File: config.mk
export PLATFORM = sky130hd
export DESIGN_NAME = smsr_status_regs
export DESIGN_NICKNAME = d
export VERILOG_FILES = /design/src/hw/smsr_pkg.sv /design/src/hw/smsr_crc_if.sv /design/src/hw/smsr_status_regs.sv /design/src/hw/smsr_crc16.sv
export VERILOG_INCLUDE_DIRS = /design/src /design/src/hw
export SDC_FILE = /design/constraint.sdc
export NUM_CORES = 1
export LEC_CHECK = 0
export BUFFER_PORTS_ARGS = -buffer_cell sky130_fd_sc_hd__buf_2
export CAP_MARGIN = 30
export CORE_UTILIZATION = 55
export DETAILED_ROUTE_END_ITERATION = 10
export GPL_TIMING_DRIVEN = 1
export PLACE_DENSITY_LB_ADDON = 0.08
export RECOVER_POWER = 50
export SLEW_MARGIN = 20
export SYNTH_ARGS = -nofsm -noshare
export SYNTH_HDL_FRONTEND = slang
export SYNTH_HIERARCHICAL = 1
export SYNTH_SLANG_ARGS = --single-unit
File: constraint.sdc
create_clock -name CLK -period 1.6 [get_ports CLK]
set_input_delay 0.16 -clock CLK [delete_from_list [all_inputs] [get_ports CLK]]
set_output_delay 0.16 -clock CLK [all_outputs]
set_load 0.01 [all_outputs]
File: src/hw/smsr_defines.svh
// Functional notes
// The checksum field is read-only, holds a CRC-16-CCITT over the configuration and resets to all ones.
// The checksum sits in bits 15 to 0 with bit 0 least significant, and bits 23 to 16 read zero.
// The host may recompute the checksum over what it wrote and compare it with the value read back.
// Bit 12 of the misc status word shows the converter self-diagnostic error and is zero otherwise.
// Bits 11 and 10 show an abnormal current sink on inputs 3 and 2, reading zero when operational.
// Bits 9 and 8 show an abnormal current source on inputs 1 and 0, reading zero when operational.
// Bits 7-6 read 0 below the low threshold, 1 between the thresholds and 2 at or above the high one, never 3.
// Bits 5-4 use the same three-level code against their own pair of thresholds.
// Bit 3 reads one while the supply is below the under-voltage threshold.
// Bit 2 reads one while the supply is above the over-voltage threshold.
// Bit 1 reads one while the junction is above the warning temperature.
// Bit 0 reads one while the junction is above the shutdown temperature.
// Comparator status bit n reads one when input n is in comparator mode and above its threshold.
// All three registers are read-only and writes leave them unchanged.
// The misc status word tracks live conditions and latches nothing.
// Every configuration write triggers a fresh checksum over the current settings. Here only a CFG_START word restarts it; CFG_LAST publishes it.
// Reset returns every register to its default and restarts the state machines.
`ifndef SMSR_DEFINES_SVH
`define SMSR_DEFINES_SVH

`define SMSR_OFS_CHECKSUM 6'h03
`define SMSR_OFS_MISC 6'h04
`define SMSR_OFS_COMP 6'h05

`define SMSR_RST_CHECKSUM 16'hFFFF
`define SMSR_RST_MISC 24'h000000
`define SMSR_RST_COMP 24'h000000

`define SMSR_CRC_POLY 16'h1021
`define SMSR_CFG_BITS 5'h18
`define SMSR_CNT_LAST 5'h00

`define SMSR_BIT_ADC_DIAG 12
`define SMSR_BIT_SINK3 11
`define SMSR_BIT_SINK2 10
`define SMSR_BIT_SOURCE1 9
`define SMSR_BIT_SOURCE0 8
`define SMSR_POS_WIN_B 6
`define SMSR_POS_WIN_A 4
`define SMSR_BIT_UV 3
`define SMSR_BIT_OV 2
`define SMSR_BIT_TW 1
`define SMSR_BIT_TSD 0

`define SMSR_WIN_BELOW 2'h0
`define SMSR_WIN_MID 2'h1
`define SMSR_WIN_ABOVE 2'h2

`define SMSR_NUM_ASYNC 37

`endif

File: src/hw/smsr_pkg.sv
package smsr_pkg;

  typedef logic [23:0] smsr_word_t;
  typedef logic [15:0] smsr_crc_t;

  typedef enum logic [1:0] {
    SMSR_CRC_IDLE = 2'b01,
    SMSR_CRC_SHIFT = 2'b10
  } smsr_crc_state_e;

endpackage

File: src/hw/smsr_crc_if.sv
`timescale 1ns/1ps
`default_nettype none
interface smsr_crc_if;
  logic start;
  logic valid;
  logic last;
  smsr_pkg::smsr_word_t word;
  logic ready;
  logic done_last;
  smsr_pkg::smsr_crc_t crc;

  modport ctrl (output start, output valid, output last, output word, input ready, input done_last, input crc);
  modport eng (input start, input valid, input last, input word, output ready, output done_last, output crc);
endinterface
`default_nettype wire

File: src/hw/smsr_status_regs.sv
`timescale 1ns/1ps
`default_nettype none
`include "smsr_defines.svh"
module smsr_status_regs (
  input wire logic CLK,
  input wire logic NRST,
  // Register access from the serial port logic
  input wire logic REG_RD,
  input wire logic REG_WR,
  input wire logic [5:0] REG_ADDR,
  output logic [23:0] REG_RDATA,
  output logic REG_RVALID,
  output logic REG_WACK,
  // Configuration word stream for the checksum
  input wire logic CFG_START,
  input wire logic CFG_VALID,
  input wire logic CFG_LAST,
  input wire logic [23:0] CFG_WORD,
  output logic CFG_READY,
  // Comparator mode selection per input, same clock domain
  input wire logic [23:0] COMP_SEL,
  // Analog monitor levels, asynchronous
  input wire logic ADC_DIAG_ERR,
  input wire logic [1:0] SINK_FAULT,
  input wire logic [1:0] SOURCE_FAULT,
  input wire logic WIN_A_ABOVE_LOW,
  input wire logic WIN_A_ABOVE_HIGH,
  input wire logic WIN_B_ABOVE_LOW,
  input wire logic WIN_B_ABOVE_HIGH,
  input wire logic UNDERVOLTAGE,
  input wire logic OVERVOLTAGE,
  input wire logic OVER_WARNING_TEMP,
  input wire logic OVER_SHUTDOWN_TEMP,
  input wire logic [23:0] COMP_ABOVE
);

  // --------------------------------------------------------------
  // Input synchronisers
  // --------------------------------------------------------------
  // Bit order fixes the sync_q slices below
  wire [`SMSR_NUM_ASYNC-1:0] async_in = {
    COMP_ABOVE,
    OVER_SHUTDOWN_TEMP,
    OVER_WARNING_TEMP,
    OVERVOLTAGE,
    UNDERVOLTAGE,
    WIN_B_ABOVE_HIGH,
    WIN_B_ABOVE_LOW,
    WIN_A_ABOVE_HIGH,
    WIN_A_ABOVE_LOW,
    SOURCE_FAULT,
    SINK_FAULT,
    ADC_DIAG_ERR
  };
  logic [`SMSR_NUM_ASYNC-1:0] meta_q;
  logic [`SMSR_NUM_ASYNC-1:0] sync_q;

  genvar gi;
  generate
    for (gi = 0; gi < `SMSR_NUM_ASYNC; gi = gi + 1) begin : g_sync
      always_ff @(posedge CLK) begin
        if (!NRST) begin
          meta_q[gi] <= 1'b0;
          sync_q[gi] <= 1'b0;
        end else begin
          meta_q[gi] <= async_in[gi];
          sync_q[gi] <= meta_q[gi];
        end
      end
    end
  endgenerate

  wire s_adc_diag = sync_q[0];
  wire [1:0] s_sink = sync_q[2:1];
  wire [1:0] s_source = sync_q[4:3];
  wire s_a_low = sync_q[5];
  wire s_a_high = sync_q[6];
  wire s_b_low = sync_q[7];
  wire s_b_high = sync_q[8];
  wire s_uv = sync_q[9];
  wire s_ov = sync_q[10];
  wire s_tw = sync_q[11];
  wire s_tsd = sync_q[12];
  wire [23:0] s_comp = sync_q[36:13];

  // --------------------------------------------------------------
  // Supply window encoding
  // --------------------------------------------------------------
  // three-level window code
  wire [1:0] supply_window_b = s_b_high ? `SMSR_WIN_ABOVE : (s_b_low ? `SMSR_WIN_MID : `SMSR_WIN_BELOW);
  // second window, own thresholds
  wire [1:0] supply_window_a = s_a_high ? `SMSR_WIN_ABOVE : (s_a_low ? `SMSR_WIN_MID : `SMSR_WIN_BELOW);

  // --------------------------------------------------------------
  // Misc status word
  // --------------------------------------------------------------
  logic [23:0] misc_d;
  always_comb begin
    misc_d = `SMSR_RST_MISC;
    // converter diagnostic
    misc_d[`SMSR_BIT_ADC_DIAG] = s_adc_diag;
    // sink health
    misc_d[`SMSR_BIT_SINK3] = s_sink[1];
    misc_d[`SMSR_BIT_SINK2] = s_sink[0];
    // source health
    misc_d[`SMSR_BIT_SOURCE1] = s_source[1];
    misc_d[`SMSR_BIT_SOURCE0] = s_source[0];
    misc_d[`SMSR_POS_WIN_B +: 2] = supply_window_b;
    misc_d[`SMSR_POS_WIN_A +: 2] = supply_window_a;
    // under-voltage level
    misc_d[`SMSR_BIT_UV] = s_uv;
    // over-voltage level
    misc_d[`SMSR_BIT_OV] = s_ov;
    // warning temperature level
    misc_d[`SMSR_BIT_TW] = s_tw;
    // shutdown temperature level
    misc_d[`SMSR_BIT_TSD] = s_tsd;
  end

  // only comparator-mode inputs report
  wire [23:0] comp_d = s_comp & COMP_SEL;

  // --------------------------------------------------------------
  // Live status registers
  // --------------------------------------------------------------
  logic [23:0] misc_device_status_q;
  logic [23:0] comparator_input_status_q;

  // live copy every cycle, nothing latched
  always_ff @(posedge CLK) begin
    if (!NRST) begin
      misc_device_status_q <= `SMSR_RST_MISC;
      comparator_input_status_q <= `SMSR_RST_COMP;
    end else begin
      misc_device_status_q <= misc_d;
      comparator_input_status_q <= comp_d;
    end
  end

  // --------------------------------------------------------------
  // Config stream handshake
  // --------------------------------------------------------------
  smsr_crc_if crc_bus ();

  logic cfg_ready_q;

  // Only an edge that also shows CFG_READY hands a word over
  wire cfg_take = CFG_VALID && cfg_ready_q;

  always_ff @(posedge CLK) begin
    if (!NRST) begin
      cfg_ready_q <= 1'b0;
    end else begin
      cfg_ready_q <= crc_bus.ready && !cfg_take;
    end
  end

  assign CFG_READY = cfg_ready_q;

  // --------------------------------------------------------------
  // Checksum engine
  // --------------------------------------------------------------
  assign crc_bus.start = CFG_START;
  assign crc_bus.valid = cfg_take;
  assign crc_bus.last = CFG_LAST;
  assign crc_bus.word = CFG_WORD;

  smsr_crc16 u_crc (
    .clk(CLK),
    .nrst(NRST),
    .bus(crc_bus.eng)
  );

  logic [15:0] config_checksum_q;

  // publish result after the pass over the CFG_LAST word
  always_ff @(posedge CLK) begin
    if (!NRST) begin
      // reset to all ones
      config_checksum_q <= `SMSR_RST_CHECKSUM;
    end else begin
      if (crc_bus.done_last) begin
        config_checksum_q <= crc_bus.crc;
      end
    end
  end

  // --------------------------------------------------------------
  // Read mux
  // --------------------------------------------------------------
  wire hit_checksum = (REG_ADDR == `SMSR_OFS_CHECKSUM);
  wire hit_misc = (REG_ADDR == `SMSR_OFS_MISC);
  wire hit_comp = (REG_ADDR == `SMSR_OFS_COMP);
  // checksum in low 16 bits, upper byte zero
  wire [23:0] checksum_word = {8'h00, config_checksum_q};
  wire [23:0] rd_mux = hit_checksum ? checksum_word :
                       hit_misc ? misc_device_status_q :
                       hit_comp ? comparator_input_status_q : 24'h000000;

  logic [23:0] rdata_q;
  logic rvalid_q;
  logic wack_q;

  always_ff @(posedge CLK) begin
    if (!NRST) begin
      rdata_q <= 24'h000000;
      rvalid_q <= 1'b0;
      wack_q <= 1'b0;
    end else begin
      rvalid_q <= REG_RD;
      // writes acknowledged, contents untouched
      wack_q <= REG_WR;
      if (REG_RD) begin
        rdata_q <= rd_mux;
      end
    end
  end

  assign REG_RDATA = rdata_q;
  assign REG_RVALID = rvalid_q;
  assign REG_WACK = wack_q;

endmodule
`default_nettype wire

File: src/hw/smsr_crc16.sv
`timescale 1ns/1ps
`default_nettype none
`include "smsr_defines.svh"
module smsr_crc16 (
  input wire logic clk,
  input wire logic nrst,
  smsr_crc_if.eng bus
);

  smsr_pkg::smsr_crc_state_e state_q;
  smsr_pkg::smsr_word_t shreg_q;
  smsr_pkg::smsr_crc_t crc_q;
  logic [4:0] cnt_q;
  logic last_q;
  logic done_q;

  // --------------------------------------------------------------
  // Bit-serial CRC, MSB first
  // --------------------------------------------------------------
  wire take = bus.valid && (state_q == smsr_pkg::SMSR_CRC_IDLE);
  wire [15:0] crc_base = bus.start ? `SMSR_RST_CHECKSUM : crc_q;
  wire feedback = crc_q[15] ^ shreg_q[23];
  wire [15:0] crc_step = {crc_q[14:0], 1'b0} ^ (feedback ? `SMSR_CRC_POLY : 16'h0000);
  wire final_bit = (state_q == smsr_pkg::SMSR_CRC_SHIFT) && (cnt_q == `SMSR_CNT_LAST);

  // restart engine
  always_ff @(posedge clk) begin
    if (!nrst) begin
      state_q <= smsr_pkg::SMSR_CRC_IDLE;
      shreg_q <= 24'h000000;
      crc_q <= `SMSR_RST_CHECKSUM;
      cnt_q <= 5'h00;
      last_q <= 1'b0;
      done_q <= 1'b0;
    end else begin
      done_q <= final_bit && last_q;
      case (state_q)
        smsr_pkg::SMSR_CRC_IDLE: begin
          if (bus.start) begin
            crc_q <= crc_base;
          end
          if (take) begin
            shreg_q <= bus.word;
            last_q <= bus.last;
            cnt_q <= `SMSR_CFG_BITS - 5'h01;
            state_q <= smsr_pkg::SMSR_CRC_SHIFT;
          end
        end
        smsr_pkg::SMSR_CRC_SHIFT: begin
          // CCITT polynomial step
          crc_q <= crc_step;
          shreg_q <= {shreg_q[22:0], 1'b0};
          cnt_q <= cnt_q - 5'h01;
          if (final_bit) begin
            state_q <= smsr_pkg::SMSR_CRC_IDLE;
          end
        end
        default: begin
          state_q <= smsr_pkg::SMSR_CRC_IDLE;
        end
      endcase
    end
  end

  assign bus.ready = (state_q == smsr_pkg::SMSR_CRC_IDLE);
  assign bus.done_last = done_q;
  assign bus.crc = crc_q;

endmodule
`default_nettype wire

Word-level counts from Yosys, hierarchy flattened
Index checks and enable logic that the tools add are counted.
Storage, ports and cells
  register bits: 214
  input port bits: 98
  output and inout port bits: 27
Cells by class
  $add $sub $neg: 1
  eq/ne operators: 8
  multiplexer cells: 17
  bitwise logic cells: 4
  reduce and logical (&&, ||, !) cells: 14
Operator list (number)
  two-way mux 24 bit: 4
  case mux 24 bit (2 select lines): 1
  case mux 16 bit (2 select lines): 1
  bitwise AND 24 bit: 1
  two-way mux 16 bit: 1
  XOR 16 bit: 1
  two-way mux 13 bit: 1
  equality test 6 x 3 -> 1 bit (second input constant): 2
  case mux 5 bit (2 select lines): 1
  two-way mux 2 bit: 4
  AND reduction 2 bit: 4
  equality test 6 x 2 -> 1 bit (second input constant): 1
  logical AND 1 bit: 5
  zero test 5 bit: 1
  two-way mux 5 bit: 1
  subtractor 5 x 1 -> 5 bit (second input constant): 1
  inequality test 2 x 1 -> 1 bit (second input constant): 2
  case mux 2 bit (2 select lines): 1
  OR reduction 2 bit: 2
  equality test 2 x 1 -> 1 bit (second input constant): 1
  equality test 2 bit (second input constant): 1
  two-way mux 1 bit: 2
  inequality test 2 bit (second input constant): 1
  nonzero test 2 bit: 1
  3 further kinds: 3

Longest topological paths before layout
  depth in word-level cells: 4
  depth in mapped cells: 6
  depth with buffers taken out: 5

Modules after synthesis
Netlist, hierarchy kept.
Modules (own cells, without submodules)
  smsr_status_regs: instances 1, cells an instance 443, area each 4895.9 um2
  smsr_crc16: instances 1, cells an instance 258, area each 2095.8 um2

Worst setup path after synthesis
OpenSTA, ideal clock, no wires.
  path type: reg2reg
  from: register cfg_ready_q (netlist: CFG_READY)
  to: register u_crc.shreg_q[14]
  setup time: 0.119 ns
  arrival: 1.109 ns
  slack: 0.372 ns
  stages on the path, launching flop included: 7
  clock period less this slack: 1.228 ns
  cell sequence: dfxtp_1 and2_1 and3b_1 buf_4 buf_4 nor3_1 nor3_1
Between the ends
  word-level cells in the longest chain between the ends: 4
RTL lines
  from (decl): line smsr_status_regs.sv:145  | logic cfg_ready_q;
  from (signal assigned): line smsr_status_regs.sv:154  | cfg_ready_q <= crc_bus.ready && !cfg_take;
  logical AND 1 bit: line smsr_status_regs.sv:148  | wire cfg_take = CFG_VALID && cfg_ready_q;
  net cfg_take: line smsr_status_regs.sv:148
  logical AND 1 bit: line smsr_crc16.sv:20  | wire take = bus.valid && (state_q == smsr_pkg::SMSR_CRC_IDLE);
  inequality test 2 x 1 -> 1 bit (no source line)
  AND reduction 2 bit (no source line)
  to (signal assigned): line smsr_crc16.sv:43  | shreg_q <= bus.word;
  to (signal assigned): line smsr_crc16.sv:52  | shreg_q <= {shreg_q[22:0], 1'b0};
  to (decl): line smsr_crc16.sv:11  | smsr_pkg::smsr_word_t shreg_q;
The timed path passes the listed nets, and every way through them passes these cells.
A chain may end at the register's enable or synchronous reset.

Worst setup path after layout
  from: register u_crc.state_q[0]
  to: register u_crc.shreg_q[2]
Between the ends
  word-level cells in the longest chain between the ends: 4
RTL lines
  from (decl): line smsr_crc16.sv:10  | smsr_pkg::smsr_crc_state_e state_q;
  from (signal assigned): line smsr_crc16.sv:29  | state_q <= smsr_pkg::SMSR_CRC_IDLE;
  from (signal assigned): line smsr_crc16.sv:46  | state_q <= smsr_pkg::SMSR_CRC_SHIFT;
  from (signal assigned): line smsr_crc16.sv:55  | state_q <= smsr_pkg::SMSR_CRC_IDLE;
  equality test 2 x 1 -> 1 bit: line smsr_crc16.sv:20, smsr_crc16.sv:37
  logical AND 1 bit: line smsr_crc16.sv:20
  inequality test 2 x 1 -> 1 bit (no source line)
  AND reduction 2 bit (no source line)
Parallel ways exist; a longest one is shown, timed or not.

==> metrics.csv <==
stage;metric;value;unit
outcome;status;complete, no violations;
clocking;tritoncts.num_buffers;21;
worst_setup_path;worst_ep_required_time;2.00;ns
worst_setup_path;critical_path.startpoint_type;register;
global_routing;grt_max_degree;88;
synthesis;postSynthCellCount;701;
clocking;ctsRootBufferMaster;clkbuf_16;
worst_setup_path;critical_path.cell_chain;buf_4 > nor2b_2 > buf_4 > nor3_1 > nor3_1;
sta;final.setup_skew;0.009551;ns
detailed_routing;drt_first_iter_violations;474;
clocking;post_cts_resized;0;
cells_and_area;layout-drive-gt1-share;0.2059;
synthesis;number_of_flip_flops_and_latches_in_the_synthesized_netlist;203;
sta;timing.final.crit_period;1.407;ns
worst_setup_path;worst_ep_arrival_time;1.81;ns
global_routing;first_global_vias;5362;
synthesis;yosys_warnings;6;
detailed_routing;detailedRoute.firstPassIterationCount;5;
floorplanning;io_pins;125;
synthesis;postSynthNetCount;800;
placement;numPortBuffers;124;
sta;tightest_slew;0.7293;ns
floorplanning;row_count;40;
worst_setup_path;critical_path.max_fanout;23;
detailed_routing;routed-via-count;5548;
worst_setup_path;crit_path_end_kind;register;
synthesis;synthFlopType;dfxtp_1;
sta;clock.fmax;710.9;MHz
detailed_routing;drcViolationCount;0;
clocking;tritoncts_clock_tree;done;
clocking;cts_max_level;1;
detailed_routing;drt.antenna.violating_nets;0;
floorplanning;initial_utilization;0.5725;
sta;setup_viol;0;
floorplanning;floorplan.die_area;0.01317;mm2
floorplanning;height_of_the_die;114.8;um
flow_run;maxCapViolCount;0;
worst_setup_path;worstPathBufferInverterCount;2;
clocking;cts.sinks;203;
detailed_routing;routed_via_density;5.109;
floorplanning;die-width;114.8;um
worst_setup_path;worst-setup-path-type;register to register;
synthesis;netlist-cell-type-count;36;
placement;place_hpwl;9283;um
sta;maxSlewHeadroom;0.5138;
synthesis;largest_area_contributor_in_the_netlist;dfxtp_1;
detailed_routing;routedWlPerCell;14.89;um
global_routing;number_of_antenna_violations_at_the_first_check_in_global_routing;1;
global_routing;globalRouteTotalUtil;0.2449;
global_routing;grt_remaining_overflow;0;
placement;routabilityCongestion;0.8796;
worst_setup_path;crit_path_max_incr_delay;0.32;ns
cells_and_area;final_net_count;1002;
synthesis;synth_sequential_area_ratio;0.5812;
clocking;clk_transition_reported_paths;0.06;ns
power_and_ir_drop;leakagePower;4.015;nW
sta;layout_worst_path_cycle_share;0.8792;
synthesis;synth.top_cells.by_area;dfxtp_1, and2_1, o21ai_0;
power_and_ir_drop;p_per_area;1206;mW/mm2
detailed_routing;detail_route.wirelength;16170;um
sta;final-hold-violation-count;0;
clocking;cts_max_path_buffers;3;
power_and_ir_drop;vdd.ir_drop.worst;0.9739;mV
synthesis;async_flop_share;0;
synthesis;post_synth_instance_area;0.006992;mm2
cells_and_area;fillerInstances;820;
sta;report.final.slew_viol_count;0;
synthesis;avgSynthCellArea;9.974;um2
worst_setup_path;cpLargestDelayFamily;simple AND/OR/NAND/NOR gates;
clocking;clk-insertion-delay-late;0.49;ns
sta;finalSetupTns;0;ns
synthesis;yosysMostFrequentCell;dfxtp_1;
cells_and_area;diodes;0;
synthesis;synth_enable_flop_cells;0;
worst_setup_path;critical-path-slowest-cell;dfxtp_1;
cells_and_area;areaGrowthSynthToFinish;33.70;%
min_path;worst_hold_path_type;input pin to register;
power_and_ir_drop;post-layout-total-power;0.01128;W
synthesis;synthDominantCellAreaShare;0.5812;
global_routing;first_pass_grt_wire_length;25450;um
synthesis;post_synth_most_frequent_cells;dfxtp_1, and2_1, o21ai_0;
floorplanning;core_area;0.01221;mm2
sta;rsz_0062_raised_after_global_routing;no;
[worst reg2reg max path: stages (launching register included)]
cell     delay (ns)
dfxtp_1        0.32
buf_4          0.17
nor2b_2        0.23
buf_4          0.31
nor3_1         0.09
nor3_1         0.20
[placed cells by master (no fill, tap or decap), types with 2 or more instances in the layout]
master / count
dfxtp_1: 203
buf_2: 122
dlygate4sd3_1: 89
and2_1: 63
o21ai_0: 54
nor3_1: 49
nand3_1: 43
nand2_1: 39
nor2_1: 28
and3_1: 25
and2_0: 25
clkbuf_16: 21
mux2i_1: 16
a31oi_1: 16
buf_4: 14
mux2_2: 13
nand3b_1: 10
inv_1: 9
o2111ai_1: 9
and3b_1: 8
nand2b_1: 8
clkbuf_1: 7
nor2b_1: 4
o211ai_1: 4
bufinv_16: 4
a21oi_1: 4
a21boi_0: 3
clkbuf_8: 3
buf_12: 3
inv_6: 2
clkinv_2: 2
xor2_1: 2
xnor2_1: 2
a32oi_1: 2
or3_1: 2
[path summary, 6_finish.rpt]
| kind | from | end | slack (ns) | cells after the start |
|---|---|---|---|---|
| worst min-delay path | CFG_START | u_crc/bus.crc[14] | 0.07 | 4 |
| worst max register to register | u_crc/state_q[0] | u_crc/shreg_q[2] | 0.19 | 5 |
| worst min register to register | s_a_high | misc_device_status_q[4] | 0.41 | 1 |
| worst max-delay path | u_crc/state_q[0] | u_crc/shreg_q[2] | 0.19 | 5 |
[per-stage QoR]
stage | hold slack [ns] | instances | instance area [um2] | utilization | worst slack [ns]
2_1_floorplan | 0.2873 | 701 | 6992 | - | 0.3721
3_3_place_gp | 0.3648 | 959 | 7736 | 0.6335 | 0.3064
3_5_place_dp | 0.3681 | 959 | 7736 | 0.6335 | 0.2184
4_1_cts | 0.06169 | 1086 | 9364 | 0.7668 | 0.2090
5_1_grt | 0.08687 | 1086 | 9348 | 0.7655 | 0.07045
6_report | 0.07153 | 1086 | 9348 | 0.7655 | 0.1934
[metal layers]
layer  vias up  part of all wire  routed length, um  global-route usage
met5         -           0.00080                 13                   0
met4         2             0.022                355             0.07706
met3        33             0.053                862             0.04902
met2       178              0.50               8069              0.4412
met1      2545              0.42               6868              0.2942
li1       2790                 -                  -                   -
[sequential cells by signal, indices dropped and copies added (netlist names), 2 cells and up]
signal and flops:
u_crc/state_q 2, s_comp 24, misc_device_status_q 13, comparator_input_status_q 24
u_crc/bus.crc 16, u_crc/shreg_q 24, meta_q 37, u_crc/cnt_q 5
REG_RDATA 24, misc_d 4, config_checksum_q 16
[report_power, final]
part | switching [W] | internal (W) | total [W]
clock network | 0.00191 | 0.00322 | 0.00513
logic | 0.000376 | 0.000443 | 0.000819
registers | 0.0000797 | 0.00525 | 0.00533
[cells by family (layout without fill, tap and decap cells)]
group | Yosys count | in the layout | share of synthesized area
simple gates | 309 | 309 | 0.2439
mux | 29 | 29 | 0.04384
buf+inv | 61 | 278 | 0.04438
fa+ha+maj | 1 | 1 | 0.001789
compound gates | 94 | 94 | 0.07982
xor+xnor | 4 | 4 | 0.005012
flops | 203 | 203 | 0.5812
[cell type report]
class                           count  area, um2  area share
Inverter                            9      33.78    0.003614
Timing Repair Buffer              231       1683      0.1800
Multi-Input combinational cell    437       2620      0.2803
Sequential cell                   203       4064      0.4347
Clock inverter                      8      147.6     0.01579
Tap cell                          168      210.2     0.02249
Clock buffer                       30      589.3     0.06304
[what timing repair did]
action | in CTS | in global routing
hold buffers | 89 | 0
endpoints found under the setup margin | 0 | 0
hold endpoints to repair | 94 | 0
setup buffers | 0 | 0
(Power assumes the default switching activity.)
